<file path="src/design/dyn_start_regs.svh">
`ifndef DYN_START_REGS_SVH
`define DYN_START_REGS_SVH
// register indices; byte address is four times the index
`define IDX_TEMP_R1 8'h25
`define IDX_OP_R1 8'h33
`define IDX_CTRL1 8'h36
`define IDX_CTRL2 8'h37
`define IDX_LOW_R1 8'h4e
`define IDX_START_R1 8'h67
`define IDX_HYST_A 8'h6d
`define IDX_HYST_B 8'h6e
`define IDX_CONFIG 8'h7c
`define IDX_STATUS 8'h7d
// control one fields, channel order remote1, local, remote2; then the config register offset-64 bit
`define BIT_CYC_R2_LSB 0
`define BIT_CAP_BASE 2
`define BIT_DYN_BASE 5
`define BIT_OFFSET64 0
// reset values
`define RST_OP 8'ha4
`define RST_LOW 8'h01
`define RST_HIGH 8'h7f
`define RST_HYST_A 8'h44
`define RST_HYST_B 8'h40
`define RST_CTRL 8'h00
`define RST_START 8'h5a
// arithmetic constants, degrees, quarter degrees or monitoring cycles
`define FLOOR_TWOS (-12'sd127)
`define FLOOR_OFF64 (-12'sd64)
`define OFF64_BIAS 12'sd64
`define RISE_MIN_Q 12'sd1
`define LONG_STEP 12'sd1
`define SHORT_N_MIN 11'h008
`endif

</file>
<file path="src/design/dyn_start_pkg.sv">
package dyn_start_pkg;
typedef logic [7:0] temp_code_t;
typedef struct packed {
    temp_code_t op;
    temp_code_t low;
    temp_code_t high;
    logic [3:0] hyst;
    logic [2:0] code;
} chan_cfg_t;
typedef struct packed {
    logic sel;
    logic write;
    logic [7:0] idx;
} ahb_req_t;
endpackage

</file>
<file path="src/design/dyn_start_channel.sv">
`timescale 1ns/1ns
`include "dyn_start_regs.svh"
module dyn_start_channel (
    input wire logic clk, // system clock
    input wire logic rst_n, // async reset, low
    input wire logic tick, // monitoring cycle done
    input wire logic enable, // dynamic adjust on
    input wire logic offset64, // offset-64 coding
    input wire logic [9:0] temp, // code plus 2 fraction bits
    input wire dyn_start_pkg::chan_cfg_t cfg, // limits and code
    input wire logic sw_wr, // software write
    input wire logic [7:0] sw_data, // software data
    output logic [7:0] start_temp, // start temperature
    output logic below // temp below start
);
// code to signed degrees
function automatic logic signed [11:0] deg(input logic [7:0] c, input logic o);
    deg = o ? $signed({4'h0, c}) - `OFF64_BIAS : $signed({{4{c[7]}}, c});
endfunction
logic signed [11:0] t_q, prev_q, rise_q, start_d, op_d, low_d, high_d, hyst_d;
logic signed [11:0] floor_d, step, next_d, next_c;
logic [10:0] cyc_cnt, n_mask, l_mask;
logic short_c, long_c, active;
assign t_q = (deg(temp[9:2], offset64) <<< 2) + $signed({10'h0, temp[1:0]});
assign start_d = deg(start_temp, offset64);
assign op_d = deg(cfg.op, offset64);
assign low_d = deg(cfg.low, offset64);
assign high_d = deg(cfg.high, offset64);
assign hyst_d = $signed({8'h0, cfg.hyst});
assign floor_d = offset64 ? `FLOOR_OFF64 : `FLOOR_TWOS;
assign rise_q = t_q - prev_q;
// short every n, long every 2n monitoring cycles
assign n_mask = (`SHORT_N_MIN << cfg.code) - 11'h001;
assign l_mask = {n_mask[9:0], 1'b1};
assign short_c = tick && ((cyc_cnt & n_mask) == n_mask);
assign long_c = tick && ((cyc_cnt & l_mask) == l_mask);
// below start the loop is parked
assign active = enable && (t_q >= (start_d <<< 2));
// step and clamp; nothing happens inside the band
always_comb begin
    step = 12'sd0;
    if (short_c && t_q > ((op_d - hyst_d) <<< 2) && rise_q > `RISE_MIN_Q) begin
        step = step - (rise_q >>> 1);
    end
    if (long_c && t_q > (op_d <<< 2)) begin
        step = step - `LONG_STEP;
    end
    if (long_c && t_q < (low_d <<< 2) && start_d < high_d && start_d < op_d && t_q > (start_d <<< 2)) begin
        step = step + `LONG_STEP;
    end
    next_d = start_d + step;
    if (next_d > high_d) begin
        next_d = high_d;
    end
    if (next_d < floor_d) begin
        next_d = floor_d;
    end
    next_c = offset64 ? next_d + `OFF64_BIAS : next_d;
end
// cycle counter and previous sample
always_ff @(posedge clk or negedge rst_n) begin
    if (!rst_n) begin
        cyc_cnt <= 11'h000;
        prev_q <= 12'sd0;
    end else if (tick) begin
        cyc_cnt <= cyc_cnt + 11'h001;
        prev_q <= t_q;
    end
end
// start temperature; software write wins over a step
always_ff @(posedge clk or negedge rst_n) begin
    if (!rst_n) begin
        start_temp <= `RST_START;
    end else if (sw_wr) begin
        start_temp <= sw_data;
    end else if (active && step != 12'sd0) begin
        start_temp <= next_c[7:0];
    end
end
// fan off or minimum indication
always_ff @(posedge clk or negedge rst_n) begin
    if (!rst_n) begin
        below <= 1'b0;
    end else begin
        below <= t_q < (start_d <<< 2);
    end
end
endmodule

</file>
<file path="src/design/dynamic_fan_start_temp_adjust.sv">
// What this block does
// - no start change while temp is inside operating band and above low limit
// - above op minus hysteresis, short cycle lowers start by twice the rise
// - rise of 0.25 degree or less since the previous monitoring cycle gives no reduction
// - above operating point, each long cycle lowers start by one degree more
// - between op minus hysteresis and op, long cycle changes nothing
// - long cycle raises start only when all four conditions hold
// - adjusted start never exceeds the channel high limit, except a limit below the floor, where the floor wins
// - start floor is -127 twos complement or -64 offset-64
// - temp below start parks fan and suspends adjustment
// - capture bit two copies remote1 temp to its op on overheat
// - capture bit three copies local temp to its op on overheat
// - capture bit four copies remote2 temp to its op on overheat
// - bit five enables remote1 dynamic adjust, else fixed
// - bit six enables local dynamic adjust, else fixed
// - bit seven enables remote2 dynamic adjust, else fixed
// - short cycle every n, long every 2n, n from 8 to 1024
//
// The AHB-Lite slave port is this design's own decision.
`timescale 1ns/1ns
`include "dyn_start_regs.svh"
module dynamic_fan_start_temp_adjust (
    input wire logic hclk, // bus clock
    input wire logic hresetn, // async reset, low
    input wire logic hsel, // slave select
    input wire logic [31:0] haddr, // byte address
    input wire logic [1:0] htrans, // transfer type
    input wire logic hwrite, // write when high
    input wire logic [2:0] hsize, // transfer size
    input wire logic [31:0] hwdata, // write data
    input wire logic hready, // bus ready
    output logic hreadyout, // slave ready
    output logic hresp, // always okay
    output logic [31:0] hrdata, // read data
    input wire logic overheat_pin_n, // async pin, low
    input wire logic monitor_done, // cycle end pulse
    input wire logic [9:0] temp_remote1, // remote1 reading
    input wire logic [9:0] temp_local, // local reading
    input wire logic [9:0] temp_remote2, // remote2 reading
    output logic [2:0][7:0] fan_start_temp, // per channel
    output logic [2:0] fan_below_start // per channel
);

// ----------------------------------------
// declarations
// ----------------------------------------
logic [9:0] temps [3];
logic [7:0] op_point [3];
logic [7:0] low_limit [3];
logic [7:0] high_limit [3];
logic [7:0] hyst_ab;
logic [7:0] hyst_c;
logic [7:0] ctrl_one;
logic [7:0] ctrl_two;
logic [7:0] config_reg;
logic [3:0] hyst_sel [3];
logic [2:0] code_sel [3];
logic [2:0] start_wr;
logic ovh_meta;
logic ovh_sync;
logic overheat_act;
dyn_start_pkg::ahb_req_t req;
dyn_start_pkg::ahb_req_t next_req;
logic addr_ok;
logic wr_phase;
logic rd_wait;
logic [7:0] wr_byte;
logic [31:0] next_rdata;

assign temps[0] = temp_remote1;
assign temps[1] = temp_local;
assign temps[2] = temp_remote2;

// ----------------------------------------
// overheat pin synchroniser
// ----------------------------------------
// two stages; only the second is looked at
always_ff @(posedge hclk or negedge hresetn) begin
    if (!hresetn) begin
        ovh_meta <= 1'b1;
        ovh_sync <= 1'b1;
    end else begin
        ovh_meta <= overheat_pin_n;
        ovh_sync <= ovh_meta;
    end
end

// pin is active low
assign overheat_act = !ovh_sync;

// ----------------------------------------
// bus address phase
// ----------------------------------------
// word aligned, inside the small window of indices
assign addr_ok = (haddr[31:10] == 22'h0) && (haddr[1:0] == 2'b00);

// a request is taken when selected, nonseq or seq, and bus ready
always_comb begin
    next_req.sel = hsel && htrans[1] && hready;
    next_req.write = hwrite;
    next_req.idx = addr_ok ? haddr[9:2] : 8'h00;
end

// hold the address phase for the data phase
always_ff @(posedge hclk or negedge hresetn) begin
    if (!hresetn) begin
        req <= '0;
    end else if (hready) begin
        req <= next_req;
    end
end

// write lands in the data phase, registers take it at its end
assign wr_phase = req.sel && req.write;
assign wr_byte = hwdata[7:0];

// ----------------------------------------
// bus ready and response
// ----------------------------------------
// reads take one wait state so a write just before is visible
always_ff @(posedge hclk or negedge hresetn) begin
    if (!hresetn) begin
        hreadyout <= 1'b1;
        rd_wait <= 1'b0;
    end else if (next_req.sel && !next_req.write) begin
        hreadyout <= 1'b0;
        rd_wait <= 1'b1;
    end else begin
        hreadyout <= 1'b1;
        rd_wait <= 1'b0;
    end
end

// no error cases; unmapped space reads zero
always_ff @(posedge hclk or negedge hresetn) begin
    if (!hresetn) begin
        hresp <= 1'b0;
    end else begin
        hresp <= 1'b0;
    end
end

// ----------------------------------------
// shared control registers
// ----------------------------------------
// control one: capture and enable bits, cycle code lsb
always_ff @(posedge hclk or negedge hresetn) begin
    if (!hresetn) begin
        ctrl_one <= `RST_CTRL;
    end else if (wr_phase && req.idx == `IDX_CTRL1) begin
        ctrl_one <= wr_byte;
    end
end

// control two: cycle codes
always_ff @(posedge hclk or negedge hresetn) begin
    if (!hresetn) begin
        ctrl_two <= `RST_CTRL;
    end else if (wr_phase && req.idx == `IDX_CTRL2) begin
        ctrl_two <= wr_byte;
    end
end

// hysteresis for remote1 and local
always_ff @(posedge hclk or negedge hresetn) begin
    if (!hresetn) begin
        hyst_ab <= `RST_HYST_A;
    end else if (wr_phase && req.idx == `IDX_HYST_A) begin
        hyst_ab <= wr_byte;
    end
end

// hysteresis for remote2, upper nibble only
always_ff @(posedge hclk or negedge hresetn) begin
    if (!hresetn) begin
        hyst_c <= `RST_HYST_B;
    end else if (wr_phase && req.idx == `IDX_HYST_B) begin
        hyst_c <= {wr_byte[7:4], 4'h0};
    end
end

// coding select; changing it does not recode stored values
always_ff @(posedge hclk or negedge hresetn) begin
    if (!hresetn) begin
        config_reg <= `RST_CTRL;
    end else if (wr_phase && req.idx == `IDX_CONFIG) begin
        config_reg <= {7'h00, wr_byte[`BIT_OFFSET64]};
    end
end

// per channel field selection
assign hyst_sel[0] = hyst_ab[7:4];
assign hyst_sel[1] = hyst_ab[3:0];
assign hyst_sel[2] = hyst_c[7:4];
assign code_sel[0] = ctrl_two[2:0];
assign code_sel[1] = ctrl_two[5:3];
assign code_sel[2] = {ctrl_two[7:6], ctrl_one[`BIT_CYC_R2_LSB]};

// ----------------------------------------
// per channel registers and adjusters
// ----------------------------------------
for (genvar g = 0; g < 3; g++) begin : gen_chan
    localparam logic [7:0] OP_IDX = `IDX_OP_R1 + 8'(g);
    localparam logic [7:0] LOW_IDX = `IDX_LOW_R1 + 8'(2 * g);
    localparam logic [7:0] HIGH_IDX = `IDX_LOW_R1 + 8'(2 * g + 1);
    localparam logic [7:0] START_IDX = `IDX_START_R1 + 8'(g);
    dyn_start_pkg::chan_cfg_t cfg;

    // overheat capture beats a software write in the same cycle
    always_ff @(posedge hclk or negedge hresetn) begin
        if (!hresetn) begin
            op_point[g] <= `RST_OP;
        end else if (overheat_act && ctrl_one[`BIT_CAP_BASE + g]) begin
            op_point[g] <= temps[g][9:2];
        end else if (wr_phase && req.idx == OP_IDX) begin
            op_point[g] <= wr_byte;
        end
    end

    // low limit
    always_ff @(posedge hclk or negedge hresetn) begin
        if (!hresetn) begin
            low_limit[g] <= `RST_LOW;
        end else if (wr_phase && req.idx == LOW_IDX) begin
            low_limit[g] <= wr_byte;
        end
    end

    // high limit, also the upper clamp
    always_ff @(posedge hclk or negedge hresetn) begin
        if (!hresetn) begin
            high_limit[g] <= `RST_HIGH;
        end else if (wr_phase && req.idx == HIGH_IDX) begin
            high_limit[g] <= wr_byte;
        end
    end

    assign start_wr[g] = wr_phase && req.idx == START_IDX;
    assign cfg.op = op_point[g];
    assign cfg.low = low_limit[g];
    assign cfg.high = high_limit[g];
    assign cfg.hyst = hyst_sel[g];
    assign cfg.code = code_sel[g];

    // one adjuster per channel, own limits and cycle code
    dyn_start_channel u_chan (
        .clk(hclk),
        .rst_n(hresetn),
        .tick(monitor_done),
        .enable(ctrl_one[`BIT_DYN_BASE + g]),
        .offset64(config_reg[`BIT_OFFSET64]),
        .temp(temps[g]),
        .cfg(cfg),
        .sw_wr(start_wr[g]),
        .sw_data(wr_byte),
        .start_temp(fan_start_temp[g]),
        .below(fan_below_start[g])
    );
end

// ----------------------------------------
// read path
// ----------------------------------------
// decoded during the wait state, after any prior write
always_comb begin
    next_rdata = 32'h0000_0000;
    for (int i = 0; i < 3; i++) begin
        if (req.idx == `IDX_OP_R1 + 8'(i)) begin
            next_rdata = {24'h0, op_point[i]};
        end
        if (req.idx == `IDX_LOW_R1 + 8'(2 * i)) begin
            next_rdata = {24'h0, low_limit[i]};
        end
        if (req.idx == `IDX_LOW_R1 + 8'(2 * i + 1)) begin
            next_rdata = {24'h0, high_limit[i]};
        end
        if (req.idx == `IDX_START_R1 + 8'(i)) begin
            next_rdata = {24'h0, fan_start_temp[i]};
        end
        if (req.idx == `IDX_TEMP_R1 + 8'(i)) begin
            next_rdata = {24'h0, temps[i][9:2]};
        end
    end
    case (req.idx)
        `IDX_CTRL1: begin
            next_rdata = {24'h0, ctrl_one};
        end
        `IDX_CTRL2: begin
            next_rdata = {24'h0, ctrl_two};
        end
        `IDX_HYST_A: begin
            next_rdata = {24'h0, hyst_ab};
        end
        `IDX_HYST_B: begin
            next_rdata = {24'h0, hyst_c};
        end
        `IDX_CONFIG: begin
            next_rdata = {24'h0, config_reg};
        end
        `IDX_STATUS: begin
            next_rdata = {29'h0, fan_below_start};
        end
        default: begin
        end
    endcase
end

// read data stands from the wait state until the next read
always_ff @(posedge hclk or negedge hresetn) begin
    if (!hresetn) begin
        hrdata <= 32'h0000_0000;
    end else if (rd_wait) begin
        hrdata <= next_rdata;
    end
end

endmodule

</file>
<file path="config.mk">
export PLATFORM = sky130hd
export DESIGN_NAME = dynamic_fan_start_temp_adjust
export DESIGN_NICKNAME = d
export VERILOG_FILES = /design/src/design/dyn_start_pkg.sv /design/src/design/dyn_start_channel.sv /design/src/design/dynamic_fan_start_temp_adjust.sv
export VERILOG_INCLUDE_DIRS = /design/src /design/src/design
export SDC_FILE = /design/constraint.sdc
export NUM_CORES = 1
export LEC_CHECK = 0
export ABC_AREA = 1
export BUFFER_PORTS_ARGS = -buffer_cell sky130_fd_sc_hd__buf_2
export CORE_ASPECT_RATIO = 1.1
export CORE_MARGIN = 8
export CORE_UTILIZATION = 44
export DETAILED_ROUTE_END_ITERATION = 8
export HOLD_SLACK_MARGIN = 0.12
export SETUP_SLACK_MARGIN = 0.2
export SLEW_MARGIN = 20
export SYNTH_ARGS = -nofsm -noshare
export SYNTH_HDL_FRONTEND = slang
export SYNTH_HIERARCHICAL = 1
export SYNTH_SLANG_ARGS = --single-unit
</file>
<file path="constraint.sdc">
create_clock -name hclk -period 11.7 [get_ports hclk]
set_input_delay 2.925 -clock hclk [delete_from_list [all_inputs] [get_ports hclk]]
set_output_delay 2.925 -clock hclk [all_outputs]
set_load 0.01 [all_outputs]
</file>
### Word-level counts from Yosys, hierarchy flattened

Cells that the tools add are included.

| operators by class | value |
|---|---|
| add/subtract/negate cells | 45 |
| $lt $le $gt $ge | 33 |
| equal/unequal tests | 27 |
| shifts and indexed selects | 3 |
| multiplexer cells | 65 |
| bitwise logic cells | 6 |
| reduce and logical (&&, ||, !) cells | 71 |

Operators by type and width:

| kind | count |
|---|---|
| $mux 8 | 34 |
| $mux 12 | 21 |
| $gt 12x12->1 | 12 |
| $lt 12x12->1 | 12 |
| $sub 8x7->9 const B | 15 |
| $eq 8x7->1 const B | 13 |
| $and 11x11->11 | 6 |
| $eq 11x11->1 | 6 |
| $eq 8x6->1 const B | 8 |
| $mux 10 | 6 |
| $logic_and 1x1->1 | 58 |
| $pmux 8 s6 | 1 |
| $add 12x12->12 | 3 |
| $add 12x2->12 const B | 3 |
| $add 12x3->12 | 3 |
| $ge 12x12->1 | 3 |
| $gt 12x2->1 const B | 3 |
| $lt 12x8->1 | 3 |
| $reduce_bool 12->1 | 3 |
| $sub 1x11->12 const A | 3 |
| $sub 12x12->12 | 3 |
| $sub 12x2->12 const B | 3 |
| $add 11x1->11 const B | 3 |
| $shl 4x3->11 const A | 3 |
| 9 further kinds | 22 |

| storage, ports and cells | value |
|---|---|
| flip-flop bits (word level) | 243 |
| bits of input ports | 106 |
| output and inout bits | 61 |
| word-level logic and storage cells | 284 |

### Depth between registers and ports, before layout

Gate-level depths: netlist of run 1.

| depth | value |
|---|---|
| word-level depth | 21 |
| depth in mapped cells | 67 |
| mapped depth without buffers | 67 |

### Hierarchy

Netlist of run 1, hierarchy kept.

Modules (own cells, without submodules):

| module | instances | cells each | area each (µm²) | seq. area each (µm²) |
|---|---|---|---|---|
| dyn_start_channel at gen_chan[0].u_chan ... | 2 | 936 | 5978.2 | 780.7 |
| dynamic_fan_start_temp_adjust | 1 | 830 | 6471.2 | 3126.7 |
| dyn_start_channel at gen_chan[1].u_chan | 1 | 917 | 5955.7 | 780.7 |

### Least setup slack after synthesis of run 1

No wires, ideal clock.

| path | value |
|---|---|
| kind | input to register |
| start | in temp_local[8] |
| end | reg gen_chan[1].u_chan.start_temp[7] |
| library setup time | 0.116 ns |
| arrival time | 10.379 ns |
| required time | 11.584 ns |
| setup slack | 1.204 ns |
| stages | 60 |
| buffers on the path | 1 |
| path through | inv_1 > ha_1 > a21oi_1 > ha_1 > nand2_1 > inv_1 > a21oi_1 > nand3_1 > nand2_1 > nand2_1 > nor2_2 > nand3_4 > nand2_4 > nor2_1 > inv_1 > ha_1 > or2_2 > nand2_1 > [24 not listed] > o211ai_1 > o21ai_0 > o21ai_0 > nand2_1 > clkbuf_1 > nand2_1 > o21ai_0 > ha_1 > o21ai_0 > nand2_1 > a22oi_1 > nand2_2 > nand3_1 > nand2_1 > inv_1 > nand2_1 > nand2_1 > nand2_1 |

| between the ends | value |
|---|---|
| word-level cells in the longest chain between the ends | 20 |
| elaborated cells between the ends (all ways) | 36 |
| classes of those cells | add/sub: 8; order compare: 8; mux: 9; reduce/logical: 11 |

Ends and longest elaborated chain:

| element | RTL line | text |
|---|---|---|
| start, declared | dynamic_fan_start_temp_adjust.sv:38 | `input wire logic [9:0] temp_local,` |
| $sub 8x7->9 (no source line) | -- |  |
| $mux 10 (*) | dyn_start_channel.sv:18 | `` deg = o ? $signed({4'h0, c}) - `OFF64_BIAS : $signed({{4{c[7]}}, c}); `` |
| $add 12x3->12 (*) | dyn_start_channel.sv:24 | `assign t_q = (deg(temp[9:2], offset64) <<< 2) + $signed({10'h0, temp[1:0]});` |
| net gen_chan[1].u_chan.t_q[9] | dyn_start_channel.sv:20 | `logic signed [11:0] t_q, prev_q, rise_q, start_d, op_d, low_d, high_d, hyst_d;` |
| $sub 12x12->12 or $gt 12x12->1 (tied branches) | dyn_start_channel.sv:31, dyn_start_channel.sv:42 |  |
| $gt 12x2->1 (no source line) or $logic_and 1x1->1 (tied branches) | -- |  |
| $logic_and 1x1->1 (no source line) | -- |  |
| $mux 12 | dyn_start_channel.sv:42 | `` if (short_c && t_q > ((op_d - hyst_d) <<< 2) && rise_q > `RISE_MIN_Q) begin `` |
| [5 not listed] | -- |  |
| $gt 12x12->1 | dyn_start_channel.sv:52 | `if (next_d > high_d) begin` |
| $mux 12 | dyn_start_channel.sv:52 |  |
| $lt 12x8->1 | dyn_start_channel.sv:55 | `if (next_d < floor_d) begin` |
| $mux 8 | dyn_start_channel.sv:55 |  |
| $add 8x8->8 (no source line) | -- |  |
| $mux 8 | dyn_start_channel.sv:58 | `` next_c = offset64 ? next_d + `OFF64_BIAS : next_d; `` |
| $mux 8 | dyn_start_channel.sv:76 | `end else if (active && step != 12'sd0) begin` |
| $mux 8 | dyn_start_channel.sv:74 | `end else if (sw_wr) begin` |
| end signal, assigned | dyn_start_channel.sv:73 | `` start_temp <= `RST_START; `` |
| end signal, assigned | dyn_start_channel.sv:75 | `start_temp <= sw_data;` |
| end signal, assigned | dyn_start_channel.sv:77 | `start_temp <= next_c[7:0];` |
| end, declared | dyn_start_channel.sv:13 | `output logic [7:0] start_temp,` |

Mark *: on every way through the listed nets, which the timed path passes. The rest lies on a longest branch. The select of a mux whose other input is x is not followed.
A chain may end at the register's enable or synchronous reset.

### Worst setup path after layout of run 1

Same ends and word-level chain as after synthesis.

==> impl_results.md, run 1 <==
* Status: finished, final reports clean
* Synth Register Bits at roughly 220
* Critical path's largest stage delay at roughly 380 ps
* Critical path class: in2reg
* Drt total wl at 75200 µm
* Total CTS buffers at 26
* Clock group share of total power at 35.6%
* Peak supply drop at 0.000103 V
* Syn Inst Count at 3619
* Clock sink total at 216
* Nets at roughly 4200
* Most used routing layer: met2
* I/O Buffers at approximately 110
* Met1 Use GR at 29.4%
* I/O Pins at between 150 and 200
* CP Data Arrival Time at 11160 ps
* Net Sw Power at 937 µW
* Die H at 263 µm
* Hold_buf cts at 0
* Switching Fraction at 35.6%
* Gp weighted congestion at 0.954
* Worst Hold Class: reg2reg
* FF+latch area at 5470 µm²
* Synth Cell Area at around 24000 µm²
* Async set or reset register ratio after synthesis at 100%
* Maximum buffer depth of the clock tree at 3
* Area of the multi-input gates at 16400 µm²
* Met3 Track Usage GR at under 10%
* Vias in the first global route at 22600
* CTS tree: yes
* Worst-Skew Late Latency at 560 ps
* CTS Root Cell: clkbuf_16
* WP buf/inv at 11
* Yosys top cell area share at 16.9%
* Post-synth EDFFs at 0
* Critical path fanouts, max at 10
* Die footprint at between 60000 and 70000 µm²
* CP Data Required Time at 12150 ps
* Worst R2R Path Depth at 68
* Pint at ~1.7 mW
* Library cells used by synthesis at 72
* Comb pwr share at between 30% and 40%
* Hold EP: ovh_sync
* Die X-Extent at ~240 µm
* Met2 usage at between 40% and 50%
* Global-route wire length before repair at 121000 µm
* Hold Slack at 361 ps
* Hold Crit Start: ovh_meta
* Sequential share of the synthesized area at ~22%
* Final ANT Viol Nets at 0
* Max Transition Viols Final at 0
* Largest net degree at the start of global routing at 93
* Clock transition at the registers of the reported paths at 60 ps
* Fill count at between 5000 and 6000
* Highest Clock Rate at 0.0934 GHz
* Setup TNS at 0 ps
* Leakage at 14.7 nW
* Reg-to-reg critical path startpoint: hyst_ab[2]
* Via count at about 23000
* Power consumption at about 2.6 mW
* Detailed placement HPWL at 59600 µm
* Hold path cells at 0
* Delay-heaviest family, CP: simple AND/OR/NAND/NOR gates
* Rows at 90
* Syn. warnings at 6
* Clk_skew at 24.3 ps
* Most frequent CP cell: nand2_1
* Wire per inst at 16.7 µm
* Area growth syn-to-layout at 9.85%
* Worst R2R End: gen_chan[1].u_chan/start_temp[7]
* Area after DPL at 25800 µm²
* DRC Markers at 0
* Largest register FFs at 72
* Period utilization at between 90% and 100%
* DR pass1 iterations at 5
* Layout cells sized above 1 at 12.2%
* Synth Flop Type: dfrtp_1
* H-tree Lvls at 1
* N_diodes at 0
* Fin. Hold Viols at 0
* Kind of end point of the critical path: flop
* Gr ovfl total at 0
* Vias per cell at between 5 and 6
* Final setup fails at 0
* Max_slew headroom at between 20 and 30%
* Top post-synthesis cells by area: dfrtp_1 17%, ha_1 15%, nand2_1 14%, inv_1 8.4%, dfstp_2 5.5%
* Crit path launch type: input pin
* Finished Cell Area at 26800 µm²
* Avg Cell Area, Syn at 6.74 µm²
* Slowest CP cell: ha_2
* Core area at 54800 µm²
* RSZ-0062 raised after global routing: true
* DRT iter0 DRCs at about 1300
* Minimum clock period at 10700 ps
* Largest area contributor in the netlist: dfrtp_1
* Global Route Usage Sum at 23.6%
* PwrDens at 98.3 nW/µm²
* Maxcap violations at 0
* Initial antenna violation count at 2
* Initial Util at 44.5%
* Slew @ Worst Pin at 1050 ps
* Sequential power share at 33.9%
* Worst reg2reg setup slack at 2110 ps
[power groups by stage]
stage | clock [mW] | sequential, mW | combinational, mW
floorplan | 0 | 0.883 | 0.600
global placement | 0 | 0.903 | 0.792
detailed placement | 0 | 0.903 | 0.800
CTS | 0.957 | 0.891 | 0.805
global route | 0.986 | 0.902 | 0.932
finish | 0.937 | 0.892 | 0.803
[cell usage in the layout (no fill, tap or decap), types with 25 or more instances in the layout]
cell / count
nand2_1: 935
inv_1: 546
ha_1: 299
nor2_1: 270
nand3_1: 256
o21ai_0: 202
a21oi_1: 164
dfrtp_1: 164
buf_2: 112
nand4_1: 91
xor2_1: 70
nand2_2: 53
dfstp_2: 51
xnor2_1: 44
inv_2: 36
buf_4: 30
nor2_4: 29
nor2_2: 26
clkbuf_16: 26
o211ai_1: 25
conb_1: 25
[through the flow]
stage	utilization [%]	worst slack, ps	cells
3_3_place_gp	47.0	360	4447
3_5_place_dp	47.0	343	4447
5_1_grt	48.8	94.9	4496
2_1_floorplan	-	1200	3643
6_report	48.8	996	4496
4_1_cts	48.8	863	4495
[cell type report]
cell class,instances,share of cell area [%]
repair buffers,143,2.99
inverters,586,8.21
clock buffers,36,2.72
clock inverters,12,0.958
well taps,736,3.44
multi-input cells,2767,61.3
flip-flops and latches,216,20.4
[cells in the mapped netlist, types with 26 or more instances]
master,instances
xnor2_1,44
nand3_1,256
o21ai_0,210
ha_1,300
clkbuf_1,33
dfrtp_1,165
buf_4,30
nor2_4,29
a21oi_1,166
xor2_1,70
nand4_1,91
nand2_2,51
dfstp_2,51
nor2_1,270
nor2_2,26
inv_2,36
inv_1,546
nand2_1,937
[worst max-delay path by stage]
stage,startpoint,end,slack (ps),cells past startpoint
2_1_floorplan,temp_local[8],gen_chan[1].u_chan/start_temp[7],1200,60
3_3_place_gp,temp_local[8],gen_chan[1].u_chan/start_temp[7],360,61
3_5_place_dp,temp_local[8],gen_chan[1].u_chan/start_temp[7],340,63
4_1_cts,temp_local[8],gen_chan[1].u_chan/start_temp[7],860,63
5_1_grt,temp_local[8],gen_chan[1].u_chan/start_temp[7],90,61
6_report,temp_local[8],gen_chan[1].u_chan/start_temp[7],1000,63
[routing by layer]
layer	part of all wire (%)	vias up
met2	49	460
li1	-	12000
met5	0.035	-
met3	4.6	155
met1	43	10600
met4	3.9	4
[cell families after synthesis]
logic type	share of synthesized area [%]
compound gates	12.4
xor+xnor	4.29
fa+ha+maj	16.1
buf+inv	10.7
flops	22.4
other cells	0.0154
simple gates	33.9
[repair_timing]
action / 4_1_cts / 5_1_grt
resized for setup: 0 / 14
setup endpoints to repair: 0 / 23
setup buffers: 0 / 1
hold endpoints to repair: 0 / 0
No activity file was read; power rests on OpenSTA's default activity.
==> run 2: changes to the inputs <==
SYNTH_HIERARCHICAL = default   (was 1)
==> run 2 against run 1 <==
  * Worst setup slack improved by 49 ps
  * Synthesized area fell by 1.2%
  * Wire length rose by 0.11%
  * First-iteration DRC count rose by 31%
  * Cell area fell by 0.82%
  * Combinational power fell by 15%
  * Hold slack barely moved
  * Clock skew rose by 2.6 ps
  * Critical path type unchanged
  * Die area fell by 1.1%
==> impl_results.md, run 2 <==
* Status: finished, final reports clean
* Fill count at between 5000 and 6000
* Largest area contributor in the netlist: dfrtp_1
* Wire per inst at 16.9 µm
* Period utilization at 91.1%
* Initial antenna violation count at 1
* Met2 usage at 40.7%
* Vias per cell at 5.23
* Gp weighted congestion at between 0.9 and 1
* Core area at 54500 µm²
* FF+latch area at 5470 µm²
* PwrDens at ~94 nW/µm²
* I/O Buffers at 113
* Peak supply drop at 0.000114 V
* Library cells used by synthesis at 70
* Layout cells sized above 1 at between 10% and 20%
* Die X-Extent at 239 µm
* Count leader, synth: nand2_1
* Global-route wire length before repair at around 120000 µm
* Syn Inst Count at 3568
* Setup TNS at 0 ps
* Dpl ws at about 120 ps
* Detailed placement HPWL at 59800 µm
* Commonest cells in the netlist: 865 x nand2_1, 588 x inv_1, 302 x ha_1
* Worst Hold Class: reg2reg
* Via count at between 20000 and 25000
* Rows at 90
* Minimum clock period at 10660 ps
* Die footprint at around 63000 µm²
* CTS Root Cell: clkbuf_16
* I/O Pins at 167
* Area of the multi-input gates at 16000 µm²
* Maximum buffer depth of the clock tree at 3
* CTS tree: yes
* Largest register FFs at 72
* Most frequent CP cell: nand2_1
* Avg Cell Area, Syn at 6.75 µm²
* Final setup fails at 0
* Largest net degree at the start of global routing at just over 100
* Most frequent cells in the layout: 864 x nand2_1, 587 x inv_1, 302 x ha_1, 263 x o21ai_0, 245 x nor2_1
* Highest Clock Rate at 0.0939 GHz
* Most used routing layer: met2
* Total CTS buffers at 27
* Leakage at 14.7 nW
* N_diodes at 0
* CP Data Arrival Time at 11100 ps
* Synth Cell Area at around 24000 µm²
* Async set or reset register ratio after synthesis at 100%
* Slew @ Worst Pin at ~1100 ps
* Crit path launch type: input pin
* Syn. warnings at 0
* Yosys top cell area share at 17.1%
* Critical path's largest stage delay at 360 ps
* Initial Util at 44.2%
* Maxcap violations at 0
* Post-synth EDFFs at 0
* Max Transition Viols Final at 0
* Critical path fanouts, max at 11
* RSZ-0062 raised after global routing: false
* Global Route Usage Sum at approximately a quarter
* Final ANT Viol Nets at 0
* Gr ovfl total at 0
* Vias in the first global route at 21700
* H-tree Lvls at 1
* Max_slew headroom at 25.8%
* Clk_skew at 27.0 ps
* Fin worst setup slack at ~1000 ps
* Die H at between 200 and 300 µm
* DRT iter0 DRCs at 1696
* Slowest CP cell: ha_1
* DR pass1 iterations at 6
* Post-layout util at between 40% and 50%
* Clock sink total at 216
* Clock transition at the registers of the reported paths at 60 ps
* Met3 Track Usage GR at 2.50%
* CP Data Required Time at 12150 ps
* Worst-Skew Late Latency at 580 ps
* Area growth syn-to-layout at 10.3%
* Top post-synthesis cells by area: dfrtp_1 17%, ha_1 16%, nand2_1 13%, inv_1 9.2%, dfstp_2 5.6%
* Commonest non-fill, non-tap cell in the layout: nand2_1
* DRC Markers at 0
* Nets at 4109
* Sequential share of the synthesized area at ~23%
* Synth Register Bits at 216
* Drt total wl at between 70000 and 80000 µm
* Kind of end point of the critical path: flop
* Synth Flop Type: dfrtp_1
* Met1 Use GR at roughly a third
* Fin. Hold Viols at 0
* Critical path class: in2reg
[run 2: worst paths after layout]
kind                               start                          endpoint  slack (ps)  cells past startpoint
max                        temp_local[8]  gen_chan[1].u_chan.start_temp[7]        1040                     58
min                             ovh_meta                          ovh_sync         360                      0
max reg2reg                config_reg[0]  gen_chan[2].u_chan.start_temp[2]        1860                     60
min reg2reg                     ovh_meta                          ovh_sync         360                      0
max in group asynchronous        hresetn                     config_reg[0]        7140                      3
min in group asynchronous        hresetn     gen_chan[0].u_chan.cyc_cnt[2]        2390                      1
[run 2: metrics by stage]
step,total power [mW],instance area (µm²),std cells,hold slack (ps)
2_1_floorplan,1.37,24200,3592,345
3_3_place_gp,1.55,25500,4395,348
3_5_place_dp,1.56,25500,4395,349
4_1_cts,2.51,26500,4445,362
5_1_grt,2.65,26600,4449,366
6_report,2.49,26600,4449,361
[run 2: layer usage]
metal | part of all wire (%) | up-vias
li1 | - | 12000
met1 | 46 | 10600
met2 | 46 | 609
met3 | 5.4 | 105
met4 | 2.4 | 0
met5 | 0 | -
[run 2: final cells by class]
cell class	instances	area share, %
Multi-Input combinational cell	2692	60.4
Sequential cell	216	20.6
Clock buffer	32	2.85
Timing Repair Buffer	151	3.24
Inverter	604	8.54
Clock inverter	18	0.900
Tap cell	736	3.47
[run 2: power by group]
part / switching, mW / internal (mW) / total, mW / leakage (nW)
Combinational: 0.448 / 0.231 / 0.679 / 11.8
Sequential: 0.0593 / 0.815 / 0.875 / 2.38
Clock: 0.382 / 0.559 / 0.941 / 0.470
Total: 0.890 / 1.60 / 2.49 / 14.7
[run 2: repair_timing]
action | 4_1_cts | 5_1_grt
gates resized for setup | 0 | 11
buffers inserted | 0 | 4
hold buffers | 0 | 0
setup endpoints to repair | 0 | 21
[run 2: cells by family (layout without fill, tap and decap cells)]
logic type / Yosys count / count (layout) / synth area share, %
xor+xnor: 132 / 132 / 4.88
simple gates: 1593 / 1593 / 29.4
other cells: 1 / 25 / 0.0156
fa+ha+maj: 311 / 311 / 16.4
flops: 216 / 216 / 22.7
compound gates: 631 / 631 / 15.4
buf+inv: 684 / 805 / 11.2
[run 2: critical path: cells and delay by family]
family | cells | cell delay, ps
compound gates | 12 | 2010
xor+xnor | 2 | 380
fa+ha+maj | 7 | 1960
buf+inv | 7 | 590
simple gates | 30 | 3220
==> run 3: changes to the inputs <==
REMOVE_ABC_BUFFERS = 1   (was default)
==> run 3 against run 2 <==
  * Utilization about the same
  * Clock-buffer cell count increased by 3
  * Die area did not move
  * Non-clock buffer count decreased by 1
  * Critical endpoint is now gen_chan[0].u_chan.start_temp[7]
  * Largest power group unchanged
==> impl_results.md, run 3 (synthesis results as in run 2) <==
* Clock transition at the registers of the reported paths at 50 ps
* Worst Hold Class: reg2reg
* Largest net degree at the start of global routing at 79
* Worst-Skew Late Latency at ~580 ps
* I/O Buffers at roughly 110
* Area after DPL at 25500 µm²
* Gp weighted congestion at 0.918
* Non-filler cells, final at 4450
* Hold Slack at 355 ps
* CTS tree: yes
* Period utilization at 90.9%
* Slowest CP cell: ha_1
* DRC Markers at 0
* Detail Route met3 WL at 4520 µm
* Nets at 4109
* Clock sink total at about 220
* Global Route Usage Sum at 24.2%
* Crit path launch type: input pin
* Final setup fails at 0
* PwrDens at a little over 90 nW/µm²
* Critical Path Stages at 58
* Setup TNS at 0 ps
* Critical path class: in2reg
* Final ANT Viol Nets at 0
* Minimum clock period at 10630 ps
* Layout cells sized above 1 at a little over a tenth
* Core area at roughly 55000 µm²
* Vias per cell at 5.28
* Via count at 23500
* CP Data Required Time at 12140 ps
* Most frequent CP cell: nand2_1
* Global-route wire length before repair at 122000 µm
* Met1 wire length at 35200 µm
* Fin. Hold Viols at 0
* Gr ovfl total at 0
* Top layer in use: met4
* Maxcap violations at 0
* CTS Root Cell: clkbuf_16
* Delay-heaviest family, CP: simple AND/OR/NAND/NOR gates
* Detailed placement HPWL at 60400 µm
* N_diodes at 0
* Die footprint at ~63000 µm²
* DR WL met2 at 34100 µm
* Commonest non-fill, non-tap cell in the layout: nand2_1
* Leakage at around 15 nW
* Critical path's largest stage delay at about 370 ps
* RSZ-0062 raised after global routing: false
* Clk_skew at 31.9 ps
* Drt total wl at 76400 µm
* Hold path cells at 0
* DP Cell Count at 4392
* Area growth syn-to-layout at 10.2%
* Die H at 261 µm
* Die X-Extent at around 240 µm
* Worst R2R Path Depth at 65
* Largest register FFs at 72
* I/O Pins at around 170
* Most frequent cells in the layout: 862 x nand2_1, 587 x inv_1, 302 x ha_1, 257 x o21ai_0, 244 x nor2_1
* Status: finished, final reports clean
* Slew @ Worst Pin at ~1100 ps
* Highest Clock Rate at 0.0940 GHz
* Rows at 90
* CP Data Arrival Time at roughly 11000 ps
* Kind of end point of the critical path: flop
* Max_slew headroom at 29.2%
* Vias in the first global route at ~22000
* Critical path fanouts, max at 9
* DR pass1 iterations at 5
* Peak supply drop at 0.0000941 V
* Max Transition Viols Final at 0
* WP buf/inv at 10
* Wire per inst at 17.2 µm
* Total CTS buffers at 28
* Initial Util at between 40% and 50%
* Finished Cell Area at 26600 µm²
* H-tree Lvls at 1
* Maximum buffer depth of the clock tree at 3
* DRT iter0 DRCs at 1723
* Initial antenna violation count at 0
==> run 3: changes by cell type in the layout (fill, tap and decap cells not counted), moves of 3 or more <==
cell,before,now
o21ai_0,263,257
clkinv_2,2,7
o21ai_1,12,16
clkbuf_8,2,5
inv_6,4,1
==> run 3: power breakdown <==
part	total [mW]	leakage (nW)	switching, mW	internal, mW
registers	0.877	2.38	0.0619	0.816
logic	0.682	11.9	0.448	0.234
clock network	0.887	0.461	0.369	0.518
total	2.45	14.7	0.879	1.57
==> run 3: layout make-up <==
cell class	count	area, µm²
fillers	5772	27900
multi-input cells	2692	16100
flip-flops and latches	216	5470
inverters	604	2270
well taps	736	921
repair buffers	150	866
clock buffers	35	777
clock inverters	17	170
==> run 3: repair_timing <==
action,4_1_cts,5_1_grt
setup endpoints to repair,0,24
gates resized for setup,0,25
hold buffers,0,0
buffers inserted,0,5
==> run 3: metrics by stage <==
step	total power, mW	util (%)	setup slack (ps)
2_1_floorplan	1.35	-	1200
3_3_place_gp	1.56	46.8	-1.53
3_5_place_dp	1.57	46.8	-114
4_1_cts	2.46	48.5	459
5_1_grt	2.60	48.7	157
6_report	2.45	48.7	1070
==> run 3: routing by layer <==
metal  up-vias  global-route usage [%]
met5         -                       0
met4         0                    7.43
met3       130                    2.44
met2       677                    40.1
met1     10700                    33.1
li1      11900                       -
==> run 3: worst paths after layout <==
| check | slack (ps) | to | start |
|---|---|---|---|
| hold reg to reg | 350 | ovh_sync | ovh_meta |
| min in group asynchronous | 2300 | gen_chan[1].u_chan.start_temp[7] | hresetn |
| setup reg to reg | 2150 | gen_chan[1].u_chan.start_temp[7] | hyst_ab[2] |
| hold / removal | 350 | ovh_sync | ovh_meta |
| setup / recovery | 1070 | gen_chan[0].u_chan.start_temp[7] | temp_remote1[9] |
| max in group asynchronous | 7970 | gen_chan[2].u_chan.cyc_cnt[7] | hresetn |
